## config.mk

```make
export PLATFORM = sky130hd
export DESIGN_NAME = sdtx_top
export DESIGN_NICKNAME = d
export VERILOG_FILES = /design/src/sdtx_pkg.sv /design/src/sdtx_fifo.sv /design/src/sdtx_crc.sv /design/src/sdtx_top.sv
export SDC_FILE = /design/constraint.sdc
export NUM_CORES = 1
export LEC_CHECK = 0
export ABC_AREA = 1
export BUFFER_PORTS_ARGS = -buffer_cell sky130_fd_sc_hd__buf_2
export CAP_MARGIN = 40
export CORE_MARGIN = 1
export CORE_UTILIZATION = 53
export DETAILED_ROUTE_END_ITERATION = 16
export PLACE_DENSITY = 0.76
export SLEW_MARGIN = 40
export SYNTH_ARGS = -nofsm -noshare
export SYNTH_HDL_FRONTEND = slang
export SYNTH_SLANG_ARGS = --single-unit
```

## constraint.sdc

```tcl
create_clock -name i_clk -period 8.5 [get_ports i_clk]
set_input_delay 0 -clock i_clk [delete_from_list [all_inputs] [get_ports i_clk]]
set_output_delay 0 -clock i_clk [all_outputs]
set_load 0.005 [all_outputs]
```

## src/sdtx_pkg.sv

```systemverilog
// constants, register map and types for the sdlc transmit modem and fifo control block
package sdtx_pkg;
	// register byte offsets on the axi4-lite slave
	localparam logic [4:0] OFS_TX_CONTROL   = 5'h00;
	localparam logic [4:0] OFS_MISC_LINE    = 5'h04;
	localparam logic [4:0] OFS_EXT_FEATURE  = 5'h08;
	localparam logic [4:0] OFS_MODE         = 5'h0c;
	localparam logic [4:0] OFS_COMMAND      = 5'h10;
	localparam logic [4:0] OFS_TX_DATA      = 5'h14;
	localparam logic [4:0] OFS_PRIM_STATUS  = 5'h18;
	// tx_control_reg fields
	localparam int CTL_CRC_EN   = 0;
	localparam int CTL_SEND_REQ = 1;
	localparam int CTL_TX_EN    = 3;
	// misc_line_control_reg fields
	localparam int MISC_FLAG_UNDERRUN = 2;
	localparam int MISC_MARK_IDLE     = 3;
	localparam int MISC_ENC_LO        = 5;
	localparam int MISC_ENC_HI        = 6;
	localparam int MISC_CRC_PRESET    = 7;
	// extended_feature_reg fields
	localparam int EXT_AUTO_FLAG   = 0;
	localparam int EXT_AUTO_EOM    = 1;
	localparam int EXT_AUTO_RTS    = 2;
	localparam int EXT_FIFO_MODE   = 5;
	// mode register fields
	localparam int MODE_SDLC     = 0;
	localparam int MODE_AUTO_EN  = 1;
	localparam int MODE_DMA_EN   = 2;
	// command register fields, write-one strobes
	localparam int CMD_RESET_EOM = 0;
	localparam int CMD_RESET_CRC = 1;
	localparam int CMD_ABORT     = 2;
	// primary_status_reg fields
	localparam int ST_TX_REQ = 0;
	localparam int ST_TBE    = 2;
	localparam int ST_CTS    = 5;
	localparam int ST_EOM    = 6;
	localparam int ST_EMPTY  = 7;
	// reset values
	localparam logic [7:0] RST_TX_CONTROL = 8'h00;
	localparam logic [7:0] RST_MISC_LINE  = 8'h00;
	localparam logic [7:0] RST_EXT        = 8'h20;
	localparam logic [7:0] RST_MODE       = 8'h01;
	// line patterns and sizes
	localparam logic [7:0]  PAT_FLAG  = 8'h7e;
	localparam logic [7:0]  PAT_ONES  = 8'hff;
	localparam logic [15:0] CRC_POLY  = 16'h1021;
	localparam logic [4:0]  BITS_BYTE = 5'h08;
	localparam logic [4:0]  BITS_CRC  = 5'h10;
	localparam logic [2:0]  MAX_ONES  = 3'h5;
	localparam int          FIFO_DEPTH = 4;
	localparam logic [1:0]  RESP_OKAY = 2'h0;
	localparam logic [1:0]  RESP_SLVERR = 2'h2;
	// kind of unit currently held in the shift register
	typedef enum logic [2:0] {U_MARK, U_FLAG, U_DATA, U_CRC, U_ABORT} sdtx_unit_type;
endpackage : sdtx_pkg

```

## src/sdtx_fifo.sv

```systemverilog
// four-entry transmit byte fifo with registered head data
`timescale 1ns/1ps
`default_nettype none
module sdtx_fifo (
	input  wire logic       i_clk,
	input  wire logic       i_rst_n,
	input  wire logic       i_push,
	input  wire logic [7:0] i_data,
	input  wire logic       i_pop,
	input  wire logic       i_flush,
	output logic [7:0]      o_head,
	output logic            o_full,
	output logic            o_empty
);
	typedef struct packed {
		logic [3:0][7:0] mem;
		logic [1:0]      wr;
		logic [1:0]      rd;
		logic [2:0]      cnt;
		logic [7:0]      head;
	} sdtx_fifo_type;
	sdtx_fifo_type st_q, st_d;

	// next state; head is re-read from the updated array so it is never stale
	always_comb begin
		st_d = st_q;
		if (i_flush) begin
			st_d.wr  = st_q.rd;
			st_d.cnt = 3'h0;
		end else begin
			if (i_pop && st_q.cnt != 3'h0) begin
				st_d.rd  = st_q.rd + 2'h1;
				st_d.cnt = st_d.cnt - 3'h1;
			end
			if (i_push && st_q.cnt != 3'(sdtx_pkg::FIFO_DEPTH)) begin
				st_d.mem[st_q.wr] = i_data;
				st_d.wr  = st_q.wr + 2'h1;
				st_d.cnt = st_d.cnt + 3'h1;
			end
		end
		st_d.head = st_d.mem[st_d.rd];
	end

	always_ff @(posedge i_clk or negedge i_rst_n) begin
		if (!i_rst_n) begin
			st_q <= '0;
		end else begin
			st_q <= st_d;
		end
	end

	assign o_head  = st_q.head;
	assign o_full  = (st_q.cnt == 3'(sdtx_pkg::FIFO_DEPTH));
	assign o_empty = (st_q.cnt == 3'h0);
endmodule : sdtx_fifo
`default_nettype wire

```

## src/sdtx_crc.sv

```systemverilog
// serial crc-ccitt generator with preset to ones or zeros
`timescale 1ns/1ps
`default_nettype none
module sdtx_crc (
	input  wire logic        i_clk,
	input  wire logic        i_rst_n,
	input  wire logic        i_preset,
	input  wire logic        i_preset_ones,
	input  wire logic        i_shift,
	input  wire logic        i_bit,
	output logic [15:0]      o_crc
);
	typedef struct packed {
		logic [15:0] crc;
	} sdtx_crc_type;
	sdtx_crc_type st_q, st_d;

	// preset wins over a shift in the same cycle
	always_comb begin
		st_d = st_q;
		if (i_preset) begin
			st_d.crc = i_preset_ones ? 16'hffff : 16'h0000;
		end else if (i_shift) begin
			st_d.crc = {st_q.crc[14:0], 1'b0} ^ ((i_bit ^ st_q.crc[15]) ? sdtx_pkg::CRC_POLY : 16'h0000);
		end
	end

	always_ff @(posedge i_clk or negedge i_rst_n) begin
		if (!i_rst_n) begin
			st_q <= '0;
		end else begin
			st_q <= st_d;
		end
	end

	assign o_crc = st_q.crc;
endmodule : sdtx_crc
`default_nettype wire

```

## src/sdtx_top.sv

```systemverilog
// sdlc transmitter: modem lines, transmit fifo control, framing and axi4-lite registers
// How it works
// send-request pin is inverse of control bit
// auto-enable: clear-to-send high disables transmitter
// four byte fifo ahead of shift register
// fifo-mode bit resets to one, full-empty requests
// buffer-empty flag follows entry location only
// entry mode: request while entry location empty
// entry mode: dma request gaps after each byte
// host arms edge-triggered dma before enabling
// pending crc beats new data
// late write keeps buffer-empty flag cleared
// auto reset of latch and crc per packet
// mark idle sends ones, closing flag intact
// auto flag sends opening flag from mark idle
// idle ones shift eight at a time
// auto deactivation waits for closing flag last bit
// without flag-on-underrun, wait for next flag
// non-sdlc modes follow send-request bit immediately
// nrzi mark idle forces line high after flag
// forcing applies on every path into mark idle
// forcing off when mark idle is cleared
// software clears mark idle without auto flag
// write into entry location clears buffer-empty flag
// crc or abort load sets end-of-message latch
// setting send-request again cancels pending deassertion
`timescale 1ns/1ps
`default_nettype none
module sdtx_top (
	input  wire logic        i_clk,
	input  wire logic        i_nrst,
	input  wire logic        i_s_axi_awvalid,
	output logic             o_s_axi_awready,
	input  wire logic [31:0] i_s_axi_awaddr,
	input  wire logic        i_s_axi_wvalid,
	output logic             o_s_axi_wready,
	input  wire logic [31:0] i_s_axi_wdata,
	input  wire logic [3:0]  i_s_axi_wstrb,
	output logic             o_s_axi_bvalid,
	input  wire logic        i_s_axi_bready,
	output logic [1:0]       o_s_axi_bresp,
	input  wire logic        i_s_axi_arvalid,
	output logic             o_s_axi_arready,
	input  wire logic [31:0] i_s_axi_araddr,
	output logic             o_s_axi_rvalid,
	input  wire logic        i_s_axi_rready,
	output logic [31:0]      o_s_axi_rdata,
	output logic [1:0]       o_s_axi_rresp,
	input  wire logic        i_tx_bit_clock,
	input  wire logic        i_clear_to_send_n,
	output logic             o_tx_data,
	output logic             o_send_request_n,
	output logic             o_tx_empty_req,
	output logic             o_tx_dma_req_n
);
	typedef struct packed {
		logic [7:0]                 ctl;
		logic [7:0]                 misc;
		logic [7:0]                 ext;
		logic [7:0]                 mode;
		logic                       aw_have;
		logic [4:0]                 aw_addr;
		logic                       w_have;
		logic [7:0]                 w_data;
		logic                       w_lane0;
		logic                       bvalid;
		logic [1:0]                 bresp;
		logic                       rvalid;
		logic [7:0]                 rdata;
		logic [1:0]                 rresp;
		logic [2:0]                 tclk;
		logic [1:0]                 cts;
		sdtx_pkg::sdtx_unit_type    unit;
		logic                       live;
		logic [15:0]                shift;
		logic [4:0]                 left;
		logic [2:0]                 ones;
		logic                       line;
		logic                       end_of_message_latch;
		logic                       closing;
		logic                       abort_req;
		logic                       rts;
		logic                       rts_pend;
		logic                       pushed;
	} sdtx_top_type;
	sdtx_top_type st_q, st_d;

	logic [1:0]  rst_q;
	logic        rst_n;
	logic [7:0]  fifo_head;
	logic        fifo_full;
	logic        fifo_empty;
	logic        fifo_push;
	logic        fifo_pop;
	logic        fifo_flush;
	logic [15:0] crc_val;
	logic        crc_preset;
	logic        crc_shift;
	logic        crc_bit;

	// release of the asynchronous reset passes two flops
	always_ff @(posedge i_clk or negedge i_nrst) begin
		if (!i_nrst) begin
			rst_q <= 2'h0;
		end else begin
			rst_q <= {rst_q[0], 1'b1};
		end
	end
	assign rst_n = rst_q[1];

	sdtx_fifo u_fifo (
		.i_clk   (i_clk),
		.i_rst_n (rst_n),
		.i_push  (fifo_push),
		.i_data  (st_q.w_data),
		.i_pop   (fifo_pop),
		.i_flush (fifo_flush),
		.o_head  (fifo_head),
		.o_full  (fifo_full),
		.o_empty (fifo_empty)
	);

	sdtx_crc u_crc (
		.i_clk         (i_clk),
		.i_rst_n       (rst_n),
		.i_preset      (crc_preset),
		.i_preset_ones (st_q.misc[sdtx_pkg::MISC_CRC_PRESET]),
		.i_shift       (crc_shift),
		.i_bit         (crc_bit),
		.o_crc         (crc_val)
	);

	// decoded modes and link events; edges come from the second and third sync stage only
	logic tx_fall;
	logic tx_rise;
	logic sdlc;
	logic nrzi;
	logic mark_idle;
	logic tx_go;
	logic wr_fire;
	logic ent_empty;
	logic tx_req;
	logic flag_done;
	assign tx_fall   = st_q.tclk[2] & ~st_q.tclk[1];
	assign tx_rise   = ~st_q.tclk[2] & st_q.tclk[1];
	assign sdlc      = st_q.mode[sdtx_pkg::MODE_SDLC];
	assign nrzi      = ~st_q.misc[sdtx_pkg::MISC_ENC_HI] & st_q.misc[sdtx_pkg::MISC_ENC_LO];
	assign mark_idle = st_q.misc[sdtx_pkg::MISC_MARK_IDLE];
	// auto-enable gates only the start of a unit, so a unit in flight completes
	assign tx_go     = st_q.ctl[sdtx_pkg::CTL_TX_EN]
	                 & ~(st_q.mode[sdtx_pkg::MODE_AUTO_EN] & st_q.cts[1]);
	assign wr_fire   = st_q.aw_have & st_q.w_have & ~st_q.bvalid;
	assign ent_empty = ~fifo_full;
	// fifo mode waits for the whole fifo, entry mode only for the entry slot
	assign tx_req    = st_q.ext[sdtx_pkg::EXT_FIFO_MODE] ? fifo_empty : ent_empty;
	assign flag_done = tx_rise & st_q.live & (st_q.unit == sdtx_pkg::U_FLAG) & (st_q.left == 5'h00);

	// bus handshakes are combinational; one write and one read in flight
	assign o_s_axi_awready = ~st_q.aw_have & ~st_q.bvalid;
	assign o_s_axi_wready  = ~st_q.w_have & ~st_q.bvalid;
	assign o_s_axi_arready = ~st_q.rvalid;
	assign fifo_push  = wr_fire & st_q.w_lane0 & (st_q.aw_addr == sdtx_pkg::OFS_TX_DATA);
	assign fifo_flush = wr_fire & st_q.w_lane0 & (st_q.aw_addr == sdtx_pkg::OFS_COMMAND)
	                  & st_q.w_data[sdtx_pkg::CMD_ABORT];

	// transmit unit selection and bit shifting; crc hooks are combinational into the generator
	always_comb begin
		logic       load;
		logic       out_bit;
		logic       stuff;
		logic [7:0] rd;
		load       = 1'b0;
		out_bit    = 1'b1;
		stuff      = 1'b0;
		rd         = 8'h00;
		fifo_pop   = 1'b0;
		crc_preset = 1'b0;
		crc_shift  = 1'b0;
		crc_bit    = 1'b0;
		st_d       = st_q;
		st_d.tclk  = {st_q.tclk[1:0], i_tx_bit_clock};
		st_d.cts   = {st_q.cts[0], i_clear_to_send_n};
		st_d.pushed = fifo_push;

		// axi4-lite write path: address and data taken in either order
		if (i_s_axi_awvalid && o_s_axi_awready) begin
			st_d.aw_have = 1'b1;
			st_d.aw_addr = i_s_axi_awaddr[4:0];
		end
		if (i_s_axi_wvalid && o_s_axi_wready) begin
			st_d.w_have  = 1'b1;
			st_d.w_data  = i_s_axi_wdata[7:0];
			st_d.w_lane0 = i_s_axi_wstrb[0];
		end
		if (wr_fire) begin
			st_d.aw_have = 1'b0;
			st_d.w_have  = 1'b0;
			st_d.bvalid  = 1'b1;
			st_d.bresp   = sdtx_pkg::RESP_OKAY;
			case (st_q.aw_addr)
				sdtx_pkg::OFS_TX_CONTROL: if (st_q.w_lane0) st_d.ctl = st_q.w_data;
				sdtx_pkg::OFS_MISC_LINE: if (st_q.w_lane0) st_d.misc = st_q.w_data;
				sdtx_pkg::OFS_EXT_FEATURE: if (st_q.w_lane0) st_d.ext = st_q.w_data;
				sdtx_pkg::OFS_MODE: if (st_q.w_lane0) st_d.mode = st_q.w_data;   // dma enable: host arms first
				sdtx_pkg::OFS_COMMAND: begin
					if (st_q.w_lane0 && st_q.w_data[sdtx_pkg::CMD_RESET_EOM]) st_d.end_of_message_latch = 1'b0;
					if (st_q.w_lane0 && st_q.w_data[sdtx_pkg::CMD_RESET_CRC]) crc_preset = 1'b1;
					if (st_q.w_lane0 && st_q.w_data[sdtx_pkg::CMD_ABORT]) st_d.abort_req = 1'b1;
				end
				sdtx_pkg::OFS_TX_DATA: st_d.bresp = sdtx_pkg::RESP_OKAY;
				default: st_d.bresp = sdtx_pkg::RESP_SLVERR;
			endcase
		end
		if (st_q.bvalid && i_s_axi_bready) begin
			st_d.bvalid = 1'b0;
		end

		// axi4-lite read path, answer one cycle after the address is taken
		if (i_s_axi_arvalid && o_s_axi_arready) begin
			st_d.rvalid = 1'b1;
			st_d.rresp  = sdtx_pkg::RESP_OKAY;
			case (i_s_axi_araddr[4:0])
				sdtx_pkg::OFS_TX_CONTROL: rd = st_q.ctl;
				sdtx_pkg::OFS_MISC_LINE: rd = st_q.misc;
				sdtx_pkg::OFS_EXT_FEATURE: rd = st_q.ext;
				sdtx_pkg::OFS_MODE: rd = st_q.mode;
				sdtx_pkg::OFS_PRIM_STATUS: begin
					rd[sdtx_pkg::ST_TX_REQ] = tx_req;
					rd[sdtx_pkg::ST_TBE]    = ent_empty;
					rd[sdtx_pkg::ST_CTS]    = ~st_q.cts[1];
					rd[sdtx_pkg::ST_EOM]    = st_q.end_of_message_latch;
					rd[sdtx_pkg::ST_EMPTY]  = fifo_empty;
				end
				sdtx_pkg::OFS_COMMAND, sdtx_pkg::OFS_TX_DATA: rd = 8'h00;
				default: st_d.rresp = sdtx_pkg::RESP_SLVERR;
			endcase
			st_d.rdata = rd;
		end else if (st_q.rvalid && i_s_axi_rready) begin
			st_d.rvalid = 1'b0;
		end

		// last bit of a unit has left the line
		if (tx_rise && st_q.live && st_q.left == 5'h00) begin
			st_d.live = 1'b0;
		end

		// falling link clock: pick a new unit when the old one is spent, then drive one bit
		if (tx_fall) begin
			if (!st_q.live || st_q.left == 5'h00) begin
				if (tx_go) begin
					load = 1'b1;
					st_d.live    = 1'b1;
					st_d.closing = 1'b0;
					st_d.left    = sdtx_pkg::BITS_BYTE;
					st_d.ones    = 3'h0;
					if (st_q.abort_req) begin
						st_d.unit      = sdtx_pkg::U_ABORT;
						st_d.shift     = {8'h00, sdtx_pkg::PAT_ONES};
						st_d.abort_req = 1'b0;
						st_d.end_of_message_latch       = 1'b1;
					end else if (st_q.unit == sdtx_pkg::U_CRC || st_q.unit == sdtx_pkg::U_ABORT) begin
						st_d.unit    = sdtx_pkg::U_FLAG;
						st_d.shift   = {8'h00, sdtx_pkg::PAT_FLAG};
						st_d.closing = 1'b1;
					end else if (st_q.unit == sdtx_pkg::U_DATA && fifo_empty) begin
						// underrun: closing flag if the end-of-message latch is set, abort with flag-on-underrun, else crc before any new byte
						if (st_q.end_of_message_latch) begin
							st_d.unit    = sdtx_pkg::U_FLAG;
							st_d.shift   = {8'h00, sdtx_pkg::PAT_FLAG};
							st_d.closing = 1'b1;
						end else if (st_q.misc[sdtx_pkg::MISC_FLAG_UNDERRUN]) begin
							st_d.unit  = sdtx_pkg::U_ABORT;
							st_d.shift = {8'h00, sdtx_pkg::PAT_ONES};
							st_d.end_of_message_latch   = 1'b1;
						end else begin
							st_d.unit  = sdtx_pkg::U_CRC;
							st_d.shift = crc_val;
							st_d.left  = sdtx_pkg::BITS_CRC;
							st_d.end_of_message_latch   = 1'b1;
						end
					end else if (!fifo_empty && (st_q.unit == sdtx_pkg::U_DATA || st_q.unit == sdtx_pkg::U_FLAG)) begin
						if (st_q.unit == sdtx_pkg::U_FLAG && st_q.ext[sdtx_pkg::EXT_AUTO_EOM]) begin
							st_d.end_of_message_latch   = 1'b0;
							crc_preset = 1'b1;
						end
						st_d.unit  = sdtx_pkg::U_DATA;
						st_d.shift = {8'h00, fifo_head};
						fifo_pop   = 1'b1;
					end else if (!fifo_empty && (!mark_idle || st_q.ext[sdtx_pkg::EXT_AUTO_FLAG])) begin
						st_d.unit  = sdtx_pkg::U_FLAG;
						st_d.shift = {8'h00, sdtx_pkg::PAT_FLAG};
					end else if (mark_idle) begin
						// without auto flag, software must clear mark idle to start
						st_d.unit  = sdtx_pkg::U_MARK;
						st_d.shift = {8'h00, sdtx_pkg::PAT_ONES};
					end else begin
						st_d.unit  = sdtx_pkg::U_FLAG;
						st_d.shift = {8'h00, sdtx_pkg::PAT_FLAG};
					end
				end else begin
					st_d.line = 1'b1;
				end
			end
			if (load || st_q.live && st_q.left != 5'h00) begin
				// crc and data are zero-stuffed; flags, aborts and idle ones are not
				stuff = (st_d.unit == sdtx_pkg::U_DATA || st_d.unit == sdtx_pkg::U_CRC);
				if (stuff && st_d.ones == sdtx_pkg::MAX_ONES) begin
					out_bit   = 1'b0;
					st_d.ones = 3'h0;
				end else begin
					if (st_d.unit == sdtx_pkg::U_CRC) begin
						out_bit    = st_d.shift[15];
						st_d.shift = {st_d.shift[14:0], 1'b0};
					end else begin
						out_bit    = st_d.shift[0];
						st_d.shift = {1'b0, st_d.shift[15:1]};
					end
					if (st_d.unit == sdtx_pkg::U_DATA) begin
						crc_shift = st_q.ctl[sdtx_pkg::CTL_CRC_EN];
						crc_bit   = out_bit;
					end
					st_d.ones = (stuff && out_bit) ? st_d.ones + 3'h1 : 3'h0;
					st_d.left = st_d.left - 5'h01;
				end
				st_d.line = nrzi ? (out_bit ? st_q.line : ~st_q.line) : out_bit;
				// going into mark idle with nrzi in sdlc mode: hold the line high on the last bit of a flag or abort
				if (sdlc && nrzi && mark_idle && fifo_empty && st_d.left == 5'h00
				    && (st_d.unit == sdtx_pkg::U_FLAG || st_d.unit == sdtx_pkg::U_ABORT)) begin
					st_d.line = 1'b1;
				end
			end
		end

		// send-request pin: immediate outside sdlc; inside sdlc delayed to the closing flag only with auto rts while a frame unit is live
		if (!sdlc) begin
			st_d.rts      = st_d.ctl[sdtx_pkg::CTL_SEND_REQ];
			st_d.rts_pend = 1'b0;
		end else if (st_d.ctl[sdtx_pkg::CTL_SEND_REQ]) begin
			st_d.rts      = 1'b1;
			st_d.rts_pend = 1'b0;
		end else if (st_q.rts && !st_q.rts_pend) begin
			if (st_q.ext[sdtx_pkg::EXT_AUTO_RTS] && st_q.live && st_q.unit != sdtx_pkg::U_MARK
			    && !(st_q.unit == sdtx_pkg::U_FLAG && !st_q.closing)) begin
				st_d.rts_pend = 1'b1;
			end else begin
				st_d.rts = 1'b0;
			end
		end else if (st_q.rts_pend && flag_done
		             && (st_q.closing || !st_q.misc[sdtx_pkg::MISC_FLAG_UNDERRUN])) begin
			st_d.rts      = 1'b0;
			st_d.rts_pend = 1'b0;
		end
	end

	always_ff @(posedge i_clk or negedge rst_n) begin
		if (!rst_n) begin
			st_q      <= '0;
			st_q.ctl  <= sdtx_pkg::RST_TX_CONTROL;
			st_q.misc <= sdtx_pkg::RST_MISC_LINE;
			st_q.ext  <= sdtx_pkg::RST_EXT;
			st_q.mode <= sdtx_pkg::RST_MODE;
			st_q.unit <= sdtx_pkg::U_MARK;
			st_q.tclk <= 3'h0;
			st_q.cts  <= 2'h3;
			st_q.line <= 1'b1;
		end else begin
			st_q <= st_d;
		end
	end

	// outputs; dma request drops for a cycle after each byte in entry mode
	assign o_send_request_n = ~st_q.rts;
	assign o_tx_data        = st_q.line;
	assign o_tx_empty_req   = tx_req;
	assign o_tx_dma_req_n   = ~(st_q.mode[sdtx_pkg::MODE_DMA_EN] & tx_req & ~st_q.pushed);
	assign o_s_axi_bvalid   = st_q.bvalid;
	assign o_s_axi_bresp    = st_q.bresp;
	assign o_s_axi_rvalid   = st_q.rvalid;
	assign o_s_axi_rdata    = {24'h000000, st_q.rdata};
	assign o_s_axi_rresp    = st_q.rresp;
endmodule : sdtx_top
`default_nettype wire

```

==> flow_summary.yaml, run 1 <==
global_routing:
  grt_pass1_wl_mm: 33.95
  grt_max_degree: 68
  grt_pass1_vias: 6818
  grt_overflow: 0
  gr-usage-all-layers_pct: 26.00
  antenna_found_initial: 0
clock_tree:
  cts_setup_buffers: 0
  insertion_delay_ns: 0.43
  cts_max_path_buffers: 2
  cts_root_buffer: "clkbuf_16"
  htree_levels: 4
  numCtsBuffers: 17
  path_clk_slew_ns: 0.07
  cts_tree: "built"
  cts_sinks: 165
  cts_resized: 0
detailed_routing:
  drt_pass1_iterations: 5
  routed-via-count: 7148
  ant_nets: 0
  post_drt_via_cell_ratio: 5.423
  drt_iter0_markers: 589
  drcViolationCount: 0
  routedWlPerCell_um: 15.43
  totalWireLength_mm: 20.34
worst_setup_path:
  timing.rr.start: "st_d[39]"
  ff2ff_setup_slack_ns: 5.38
  required_ns: 8.78
  crit_type: "reg -> reg"
  rr_endpoint: "u_fifo.o_head[7]"
  crit_arrival_ns: 3.40
  ff2ff_path_depth: 9
  worst_setup_path_end_kind: "flip-flop"
  crit_path_max_fanout: 35
  startpoint_type: "flip-flop"
placed_design:
  port_buffers: 46
  place_inst: 1260
  dpl-instance-area_um2: 8940
  gp_congestion: 0.8711
  detailed_place_hpwl_mm: 14.01
  place_ws_ns: 5.255
floorplanning:
  num_rows: 46
  coreArea_um2: 16000
  die_area_um2: 17090
  pin_count: 154
  start_util_pct: 54.88
  fp.dieH_um: 130.7
  fp.dieW_um: 130.7
timing:
  tns_ns: 0
  setup_ws_ns: 5.381
  rsz0062_at_grt: "false"
  clock_skew_ns: 0.009926
  drv_slew: 0
  setup_viol: 0
  period_needed_ns: 3.119
  timing.final.hold_violations: 0
  slew_headroom_pct: 50.40
  worst_slew_pin_slew_ns: 0.7383
  fin_crit_sh_pct: 36.69
  fmax_ghz: 0.3206
synthesis:
  synth_simple_gate_area_share_pct: 21.60
  synth_compound_area_share_pct: 17.77
  netlist_area_um2: 8781
  yosysWarnings: 0
  yosysSeqAreaShare_pct: 47.09
  ys_ff_latch: 165
  synth_top_family_by_area: "simple AND/OR/NAND/NOR gates"
  syn_inst: 1037
  synth_edf_count: 0
  yosysTopAreaCell: "dfrtp_1"
  synth_top_area_share_pct: 45.60
  async_flop_share_pct: 100.0
  netlist_top_cells_area: "dfrtp_1 46%, nand2_1 10%, o21ai_0 6.3%, inv_1 4.8%, buf_4 3.6%"
  synth-xor-area-share_pct: 0.7979
  synthFlopType: "dfrtp_1"
  synth.avg_cell_area_um2: 8.468
  synth.distinct_cells: 56
  synthAdderAreaFrac_pct: 1.425
  synth_mux_area_share_pct: 0.3847
final_layout:
  design_area_um2: 9823
  diodes: 0
  final-seq-area_um2: 4139
  multi_input_area_um2: 3797
  fill_cells: 1386
  area_growth_pct: 11.87
  final_cell_mix: "238 x nand2_1, 159 x dfrtp_1, 113 x inv_1"
  drive_gt1_share_pct: 15.79
  final-instance-count-excl-fill: 1318
  final_common_cell: "nand2_1"
  final_nets: 1208
job:
  cap_violations: 0
power:
  clkPwrFrac_pct: 27.7
  p_sw_mw: 1.064
  comb_power_share_pct: 30.8
  ir_drop_v: 0.0001790
  intPower_mw: 1.821
  leakagePower_nw: 4.580
  seq_power_share_pct: 41.5
  pwr_density_cell_nw_per_um2: 293.7
  swShare_pct: 36.87
worst_hold_path:
  hold_path_class: "in -> reg"
  whs_endpoint: "st_q[69]"
  min-delay-start: "i_s_axi_awvalid"
  whs_path_depth: 3
outcome:
  status: "finished, final reports clean"
[power by group through the flow]
stage,Sequential [mW],Combinational (mW),Clock (mW)
detailed placement,1.20,0.870,0
finish,1.20,0.888,0.800
global placement,1.20,0.842,0
CTS,1.19,0.886,0.804
floorplan,1.16,0.695,0
global route,1.22,1.01,0.839
[flip-flops by register name (all words and copies together) (netlist names), 2 cells and up]
name and flops:
o_s_axi_rdata 8, u_fifo.st_q 39, u_fifo.o_head 8, st_q 82, u_crc.o_crc 16, rst_q 2
st_d 3
[worst max-delay path, stage by stage, from the launching register on]
cell and delay, ns:
dfrtp_1 0.41, nor2_2 0.12, buf_4 0.37, inv_1 0.35
nor3_1 0.47, nand3_1 0.19, xor2_2 0.49, inv_1 0.26
o21ai_0 0.15, o22ai_1 0.14
[cell usage after synthesis (5+ instances only)]
cell / number
a21oi_1: 32
a31oi_1: 6
buf_2: 5
buf_4: 42
buf_6: 7
clkbuf_1: 13
dfrtp_1: 160
dfstp_2: 5
ha_1: 10
inv_1: 113
inv_2: 5
nand2_1: 238
nand2_2: 16
nand3_1: 30
nand3_2: 6
nand4_1: 11
nor2_1: 69
nor2_2: 12
nor2_4: 6
nor3_1: 6
o211ai_1: 16
o21a_1: 16
o21ai_0: 111
o21ai_1: 6
o21ai_2: 12
o221ai_1: 6
o22ai_1: 22
xor2_1: 6
[per-layer routing]
layer / wire length [µm] / global-route usage, % / up-vias
li1: - / - / 3469
met1: 9338 / 35.53 / 3479
met2: 9740 / 42.17 / 177
met3: 1034 / 6.067 / 23
met4: 225 / 5.882 / 0
met5: 0 / 0 / -
[worst max path at each step]
stage | startpoint | endpoint | slack (ns) | depth (start not counted)
CTS | st_d[39] | u_fifo.o_head[7] | 5.17 | 9
global route | st_d[39] | u_fifo.o_head[7] | 5.18 | 9
finish | st_d[39] | u_fifo.o_head[7] | 5.38 | 9
global placement | st_d[39] | u_fifo.o_head[6] | 5.28 | 9
detailed placement | st_d[39] | u_fifo.o_head[7] | 5.25 | 9
floorplan | rst_q[1] | mark_idle | 3.57 | 0
[logic make-up (layout without fill, tap and decap cells)]
logic type | Yosys count | in the layout
and+or+nand+nor | 411 | 411
adders and majority gates | 10 | 10
buffers and inverters | 188 | 228
other | 2 | 27
muxes | 3 | 3
AOI/OAI and AO/OA | 250 | 250
xor gates and xnor gates | 8 | 8
DFF | 165 | 165
[through the flow]
stage | hold WS (ns) | utilization (%) | total power, mW
finish | 0.02724 | 61.39 | 2.885
global route | 0.05292 | 61.39 | 3.072
CTS | 0.02484 | 61.32 | 2.883
detailed placement | -0.2141 | 55.87 | 2.075
global placement | -0.2141 | 55.68 | 2.040
floorplan | -0.2956 | - | 1.852
[cell type report]
type	count	share of cell area [%]
multi-input cells	709	38.66
flip-flops and latches	165	42.13
clock buffers	19	4.509
clock inverters	13	1.720
well taps	216	2.751
repair buffers	77	5.655
inverters	119	4.573
[repair_timing]
| item | in CTS | in global routing |
|---|---|---|
| endpoints found under the setup margin | 0 | 0 |
| hold buffers | 26 | 0 |
| hold endpoints to repair | 22 | 0 |
Note: power is estimated with default switching activity, not from simulation.
==> run 2: changes to the inputs <==
- clock period: 8.5 -> 3.26 ns (I/O delays scaled with it)
==> flow_summary.yaml, run 2 (same netlist as run 1, synthesis figures left out) <==
placed_design:
  gp_congestion: 0.8913
  place_inst: 1266
  port_buffers: 46
  detailed_place_hpwl_mm: 13.97
  place_ws_ns: 0.5322
clock_tree:
  cts_root_buffer: "clkbuf_16"
  cts_tree: "built"
  cts_max_path_buffers: 2
  cts_resized: 0
  path_clk_slew_ns: 0.07
  cts_sinks: 165
  insertion_delay_ns: 0.44
  numCtsBuffers: 17
  htree_levels: 4
floorplanning:
  die_area_um2: 17090
  fp.dieH_um: 130.7
  start_util_pct: 54.88
  num_rows: 46
  coreArea_um2: 16000
  pin_count: 154
  fp.dieW_um: 130.7
global_routing:
  gr-usage-all-layers_pct: 27.02
  grt_pass1_wl_mm: 35.15
  antenna_found_initial: 0
  grt_max_degree: 83
  grt_overflow: 0
  grt_pass1_vias: 7073
timing:
  worst_slew_pin_slew_ns: 0.8217
  setup_ws_ns: 0.4898
  setup_viol: 0
  fin_crit_sh_pct: 84.98
  tns_ns: 0
  rsz0062_at_grt: "false"
  drv_slew: 0
  timing.final.hold_violations: 0
  whs_ns: 0.01398
  slew_headroom_pct: 44.80
  period_needed_ns: 2.770
  clock_skew_ns: 0.008327
  fmax_ghz: 0.3610
detailed_routing:
  drt_pass1_iterations: 5
  drcViolationCount: 0
  post_drt_via_cell_ratio: 5.446
  routedWlPerCell_um: 15.85
  routed-via-count: 7211
  totalWireLength_mm: 20.99
  ant_nets: 0
  drt_iter0_markers: 568
power:
  leakagePower_nw: 4.627
  comb_power_share_pct: 30.7
  ir_drop_v: 0.0006224
  pwr_density_cell_nw_per_um2: 772.0
  intPower_mw: 4.760
  seq_power_share_pct: 41.0
  clkPwrFrac_pct: 28.3
  swShare_pct: 37.64
  fin_total_pwr_mw: 7.633
  p_sw_mw: 2.873
final_layout:
  largest_reg_flops: 82
  area_growth_pct: 12.60
  final_cell_mix: "238 x nand2_1, 159 x dfrtp_1, 113 x inv_1"
  largest_register: "st_q"
  drive_gt1_share_pct: 16.25
  diodes: 0
  final_common_cell: "nand2_1"
  final_nets: 1214
  final-instance-count-excl-fill: 1324
worst_setup_path:
  startpoint_type: "flip-flop"
  worstPathCellList: "inv_1, ha_1, inv_1, nor2_2, nand4_1, nand2_1, inv_2, nor2_4, nor2_8, nand3_4, nand2_4, inv_2, o211ai_1, o211ai_1, o21ai_0"
  required_ns: 3.56
  crit_type: "reg -> reg"
  worst_setup_path_end_kind: "flip-flop"
  crit_family: "simple AND/OR/NAND/NOR gates"
  ff2ff_setup_slack_ns: 0.49
  ff2ff_path_depth: 15
  crit_path_max_fanout: 29
  rr_endpoint: "st_q[24]"
  cp_slowest_cell: "inv_2"
  crit_buf_inv: 4
  timing.rr.start: "u_fifo.st_q[8]"
  crit_arrival_ns: 3.07
  cp_slowest_stage_delay_ns: 0.40
worst_hold_path:
  min-delay-start: "i_s_axi_awvalid"
  hold_path_class: "in -> reg"
  whs_endpoint: "st_q[69]"
  whs_path_depth: 3
outcome:
  status: "finished, final reports clean"
job:
  cap_violations: 0
## run 2: cell types whose count changed in the layout (fill, tap and decap cells not counted), sizes merged
cell,before,now
clkbuf,19,17
clkinvlp,3,1
buf,51,57
inv,123,127
## run 2: layer usage
metal	wire length (µm)	part of all wire, %	global-route usage [%]	vias to the layer above
li1	-	-	-	3492
met1	9242	44	35.66	3435
met2	9984	48	43.54	245
met3	1274	6.1	6.230	39
met4	486	2.3	10.01	0
met5	0	0	0	-
## run 2: worst reg2reg max path, delay by kind of cell, from the launching register on
family / cells / cell delay, ns
compound gates: 3 / 0.40
fa+ha+maj: 1 / 0.18
buf+inv: 4 / 0.63
flops: 1 / 0.39
simple gates: 7 / 1.04
## run 2: worst max-delay path by stage
stage                        start               to  slack [ns]  cells past startpoint
global placement    u_fifo.st_q[8]         st_q[24]        0.59                     15
floorplan                 rst_q[1]        mark_idle        0.54                      0
finish              u_fifo.st_q[8]         st_q[24]        0.49                     15
global route        u_fifo.st_q[8]  u_fifo.st_q[10]        0.23                     13
detailed placement  u_fifo.st_q[8]  u_fifo.st_q[10]        0.53                     13
CTS                 u_fifo.st_q[8]  u_fifo.st_q[10]        0.51                     13
## run 2: what timing repair did
item,4_1_cts,5_1_grt
endpoints found under the hold margin,22,0
setup buffers,0,0
hold buffers,26,0
## run 2: final cells by class
class | instances | area (µm²)
fillers | 1338 | 6113
multi-input cells | 709 | 3790
repair buffers | 83 | 605.6
flip-flops and latches | 165 | 4139
clock inverters | 15 | 207.7
inverters | 119 | 449.2
clock buffers | 17 | 425.4
well taps | 216 | 270.3
## run 2: power groups by stage
stage                     Clock [mW]  Combinational (mW)  Sequential [mW]
after CTS                       2.18                2.33             3.11
final                           2.16                2.35             3.13
after detailed placement           0                2.27             3.14
after global routing            2.26                2.67             3.19
after floorplan                    0                1.81             3.02
after global placement             0                2.22             3.12
## run 2: through the flow
stage          util, %  instance area (µm²)
2_1_floorplan        -                 8876
3_3_place_gp     56.04                 8966
3_5_place_dp     56.21                 8994
4_1_cts          61.79                 9887
5_1_grt          61.79                 9887
6_report         61.79                 9887
==> run 3: changes to the inputs <==
- ABC_AREA: 1 -> 0
- CORE_UTILIZATION: 53 -> 51
- PLACE_DENSITY: 0.76 -> 0.77
- clock period: 3.26 -> 2.4 ns (I/O delays scaled with it)
==> flow_summary.yaml, run 3 <==
clock_tree:
  path_clk_slew_ns: 0.07
  htree_levels: 4
  cts_max_path_buffers: 2
  cts_sinks: 165
  numCtsBuffers: 17
  cts_tree: "built"
  cts_root_buffer: "clkbuf_16"
  insertion_delay_ns: 0.43
detailed_routing:
  routedWlPerCell_um: 18.77
  drcViolationCount: 0
  drt_iter0_markers: 562
  routed-via-count: 6808
  post_drt_via_cell_ratio: 5.779
  drt_pass1_iterations: 7
  ant_nets: 0
  totalWireLength_mm: 22.11
timing:
  slew_headroom_pct: 56.18
  timing.final.hold_violations: 0
  period_needed_ns: 2.475
  clock_skew_ns: 0.01570
  drv_slew: 0
  tns_ns: -0.3210
  worst_slew_pin_slew_ns: 0.6391
  fmax_ghz: 0.4041
  fin_crit_sh_pct: 103.1
  setup_viol: 11
  setup_ws_ns: -0.07460
  rsz0062_at_grt: "true"
global_routing:
  grtUsageMet3_pct: 4.215
  grt_pass1_vias: 6871
  grt_overflow: 0
  grt_util_met2_pct: 44.39
  met1_usage_pct: 32.22
  grt_max_degree: 48
  grt_pass1_wl_mm: 35.23
  grt.busiest_layer: "met2"
  gr-usage-all-layers_pct: 25.75
  antenna_found_initial: 0
worst_hold_path:
  min-delay-start: "i_s_axi_arvalid"
  hold_path_class: "in -> reg"
job:
  cap_violations: 0
synthesis:
  netlist_area_um2: 8707
  synth_top_family_by_area: "multiplexers"
  yosysSeqAreaShare_pct: 47.49
  yosysWarnings: 0
  async_flop_share_pct: 100.0
  synth_compound_area_share_pct: 14.17
  ys_ff_latch: 165
  yosysTopAreaCell: "dfrtp_1"
  synth-xor-area-share_pct: 1.926
  synth_top_area_share_pct: 45.98
  synthAdderAreaFrac_pct: 1.437
  synth.distinct_cells: 75
  synth_simple_gate_area_share_pct: 11.93
  synthFlopType: "dfrtp_1"
  synth_mux_area_share_pct: 16.42
  synth_commonest_cells: "160 x dfrtp_1, 79 x mux2_2, 76 x nand2_1"
  netlist_top_cells_area: "dfrtp_1 46%, mux2_2 10%, mux2i_1 4.1%, nand2_1 3.3%, buf_4 3.1%"
  yosysMostFrequentCell: "dfrtp_1"
  syn_inst: 808
  synth_edf_count: 0
  synth.avg_cell_area_um2: 10.78
floorplanning:
  fp.dieH_um: 132.7
  die_area_um2: 17600
  coreArea_um2: 16640
  fp.dieW_um: 132.7
  pin_count: 154
  num_rows: 47
  start_util_pct: 52.32
placed_design:
  port_buffers: 46
  place_ws_ns: -0.04477
  gp_congestion: 0.8785
  detailed_place_hpwl_mm: 14.68
final_layout:
  final_nets: 1064
  largest_reg_flops: 82
  area_growth_pct: 26.77
  largest_register: "st_q"
  drive_gt1_share_pct: 36.12
  diodes: 0
  fill_cells: 1178
  final_common_cell: "dfrtp_1"
  fin_util_pct: 66.33
  final_cell_mix: "159 x dfrtp_1, 79 x mux2_2, 75 x buf_4"
worst_setup_path:
  crit_path_max_fanout: 6
  crit_type: "reg -> reg"
  crit_arrival_ns: 2.81
  startpoint_type: "flip-flop"
  required_ns: 2.73
  worst_setup_path_end_kind: "flip-flop"
  timing.rr.start: "st_q[12]"
  cp-startpoint: "st_q[12]"
power:
  pwr_density_cell_nw_per_um2: 936.4
  ir_drop_v: 0.0009347
  leakagePower_nw: 4.968
  fin_total_pwr_mw: 10.34
outcome:
  status: "finished, violations left"
  violations: "negative setup slack"
[run 3: final cells by class]
| class | count | area [µm²] | share of cell area [%] |
|---|---|---|---|
| clock buffer | 20 | 446.7 | 4.047 |
| clock inverter | 12 | 116.4 | 1.054 |
| inverter | 24 | 102.6 | 0.9295 |
| multi-input combinational | 563 | 4484 | 40.63 |
| sequential | 165 | 4139 | 37.50 |
| tap | 220 | 275.3 | 2.494 |
| timing repair buffer | 173 | 1465 | 13.27 |
| timing repair inverter | 1 | 8.758 | 0.07935 |
[run 3: path summary, 6_finish.rpt]
kind                                    to  slack (ns)  depth (start not counted)
hold reg to reg            u_fifo.st_q[14]        0.30                          0
max in group asynchronous         st_q[83]        1.35                          1
setup reg to reg            u_crc.o_crc[1]       -0.07                         13
min in group asynchronous  u_fifo.st_q[14]        0.30                          0
setup / recovery            u_crc.o_crc[1]       -0.07                         13
hold / removal              o_s_axi_rvalid        0.18                          3
[run 3: cells by family (layout without fill, tap and decap cells)]
group	Yosys count	after routing
fa+ha+maj	10	10
simple gates	206	206
flops	165	165
xor+xnor	13	13
mux	123	123
compound gates	184	184
buf+inv	105	230
other cells	2	27
[run 3: worst max-delay path, cell delays in order (launching register included)]
cell and delay, ns:
dfrtp_1 0.42, o31ai_4 0.27, buf_4 0.15, nand3_4 0.07, and2_4 0.19, ha_4 0.15, buf_4 0.13, nand2_4 0.08
buf_6 0.09, and3_4 0.20, o21a_4 0.20, buf_4 0.13, nand3_1 0.10, a31oi_1 0.20
[run 3: power by group]
group	internal, mW	leakage [nW]	switching (mW)	total (mW)
registers	3.48	2.08	0.778	4.26
clock network	1.39	0.275	1.21	2.60
logic	1.71	2.61	1.76	3.47
total	6.58	4.97	3.75	10.3
[run 3: per-stage QoR]
stage               hold slack, ns  cell area, µm²  cells
detailed placement         -0.2068            9641   1097
finish                      0.1827           11040   1178
global placement           -0.2062            9635   1097
CTS                         0.1698           10530   1158
floorplan                  -0.2956            8915    833
global route                0.2066           11040   1178
[run 3: what timing repair did]
action,in CTS,in global routing
setup buffers,3,19
endpoints found under the hold margin,26,0
endpoints found under the setup margin,16,46
resized for setup,8,89
cloned,0,2
pin swaps,4,40
hold buffers,26,0
[run 3: layer usage]
| layer | routed length, µm | share of wire [%] |
|---|---|---|
| met1 | 9362 | 42 |
| met2 | 11440 | 52 |
| met3 | 828 | 3.7 |
| met4 | 480 | 2.2 |
| met5 | 0 | 0 |
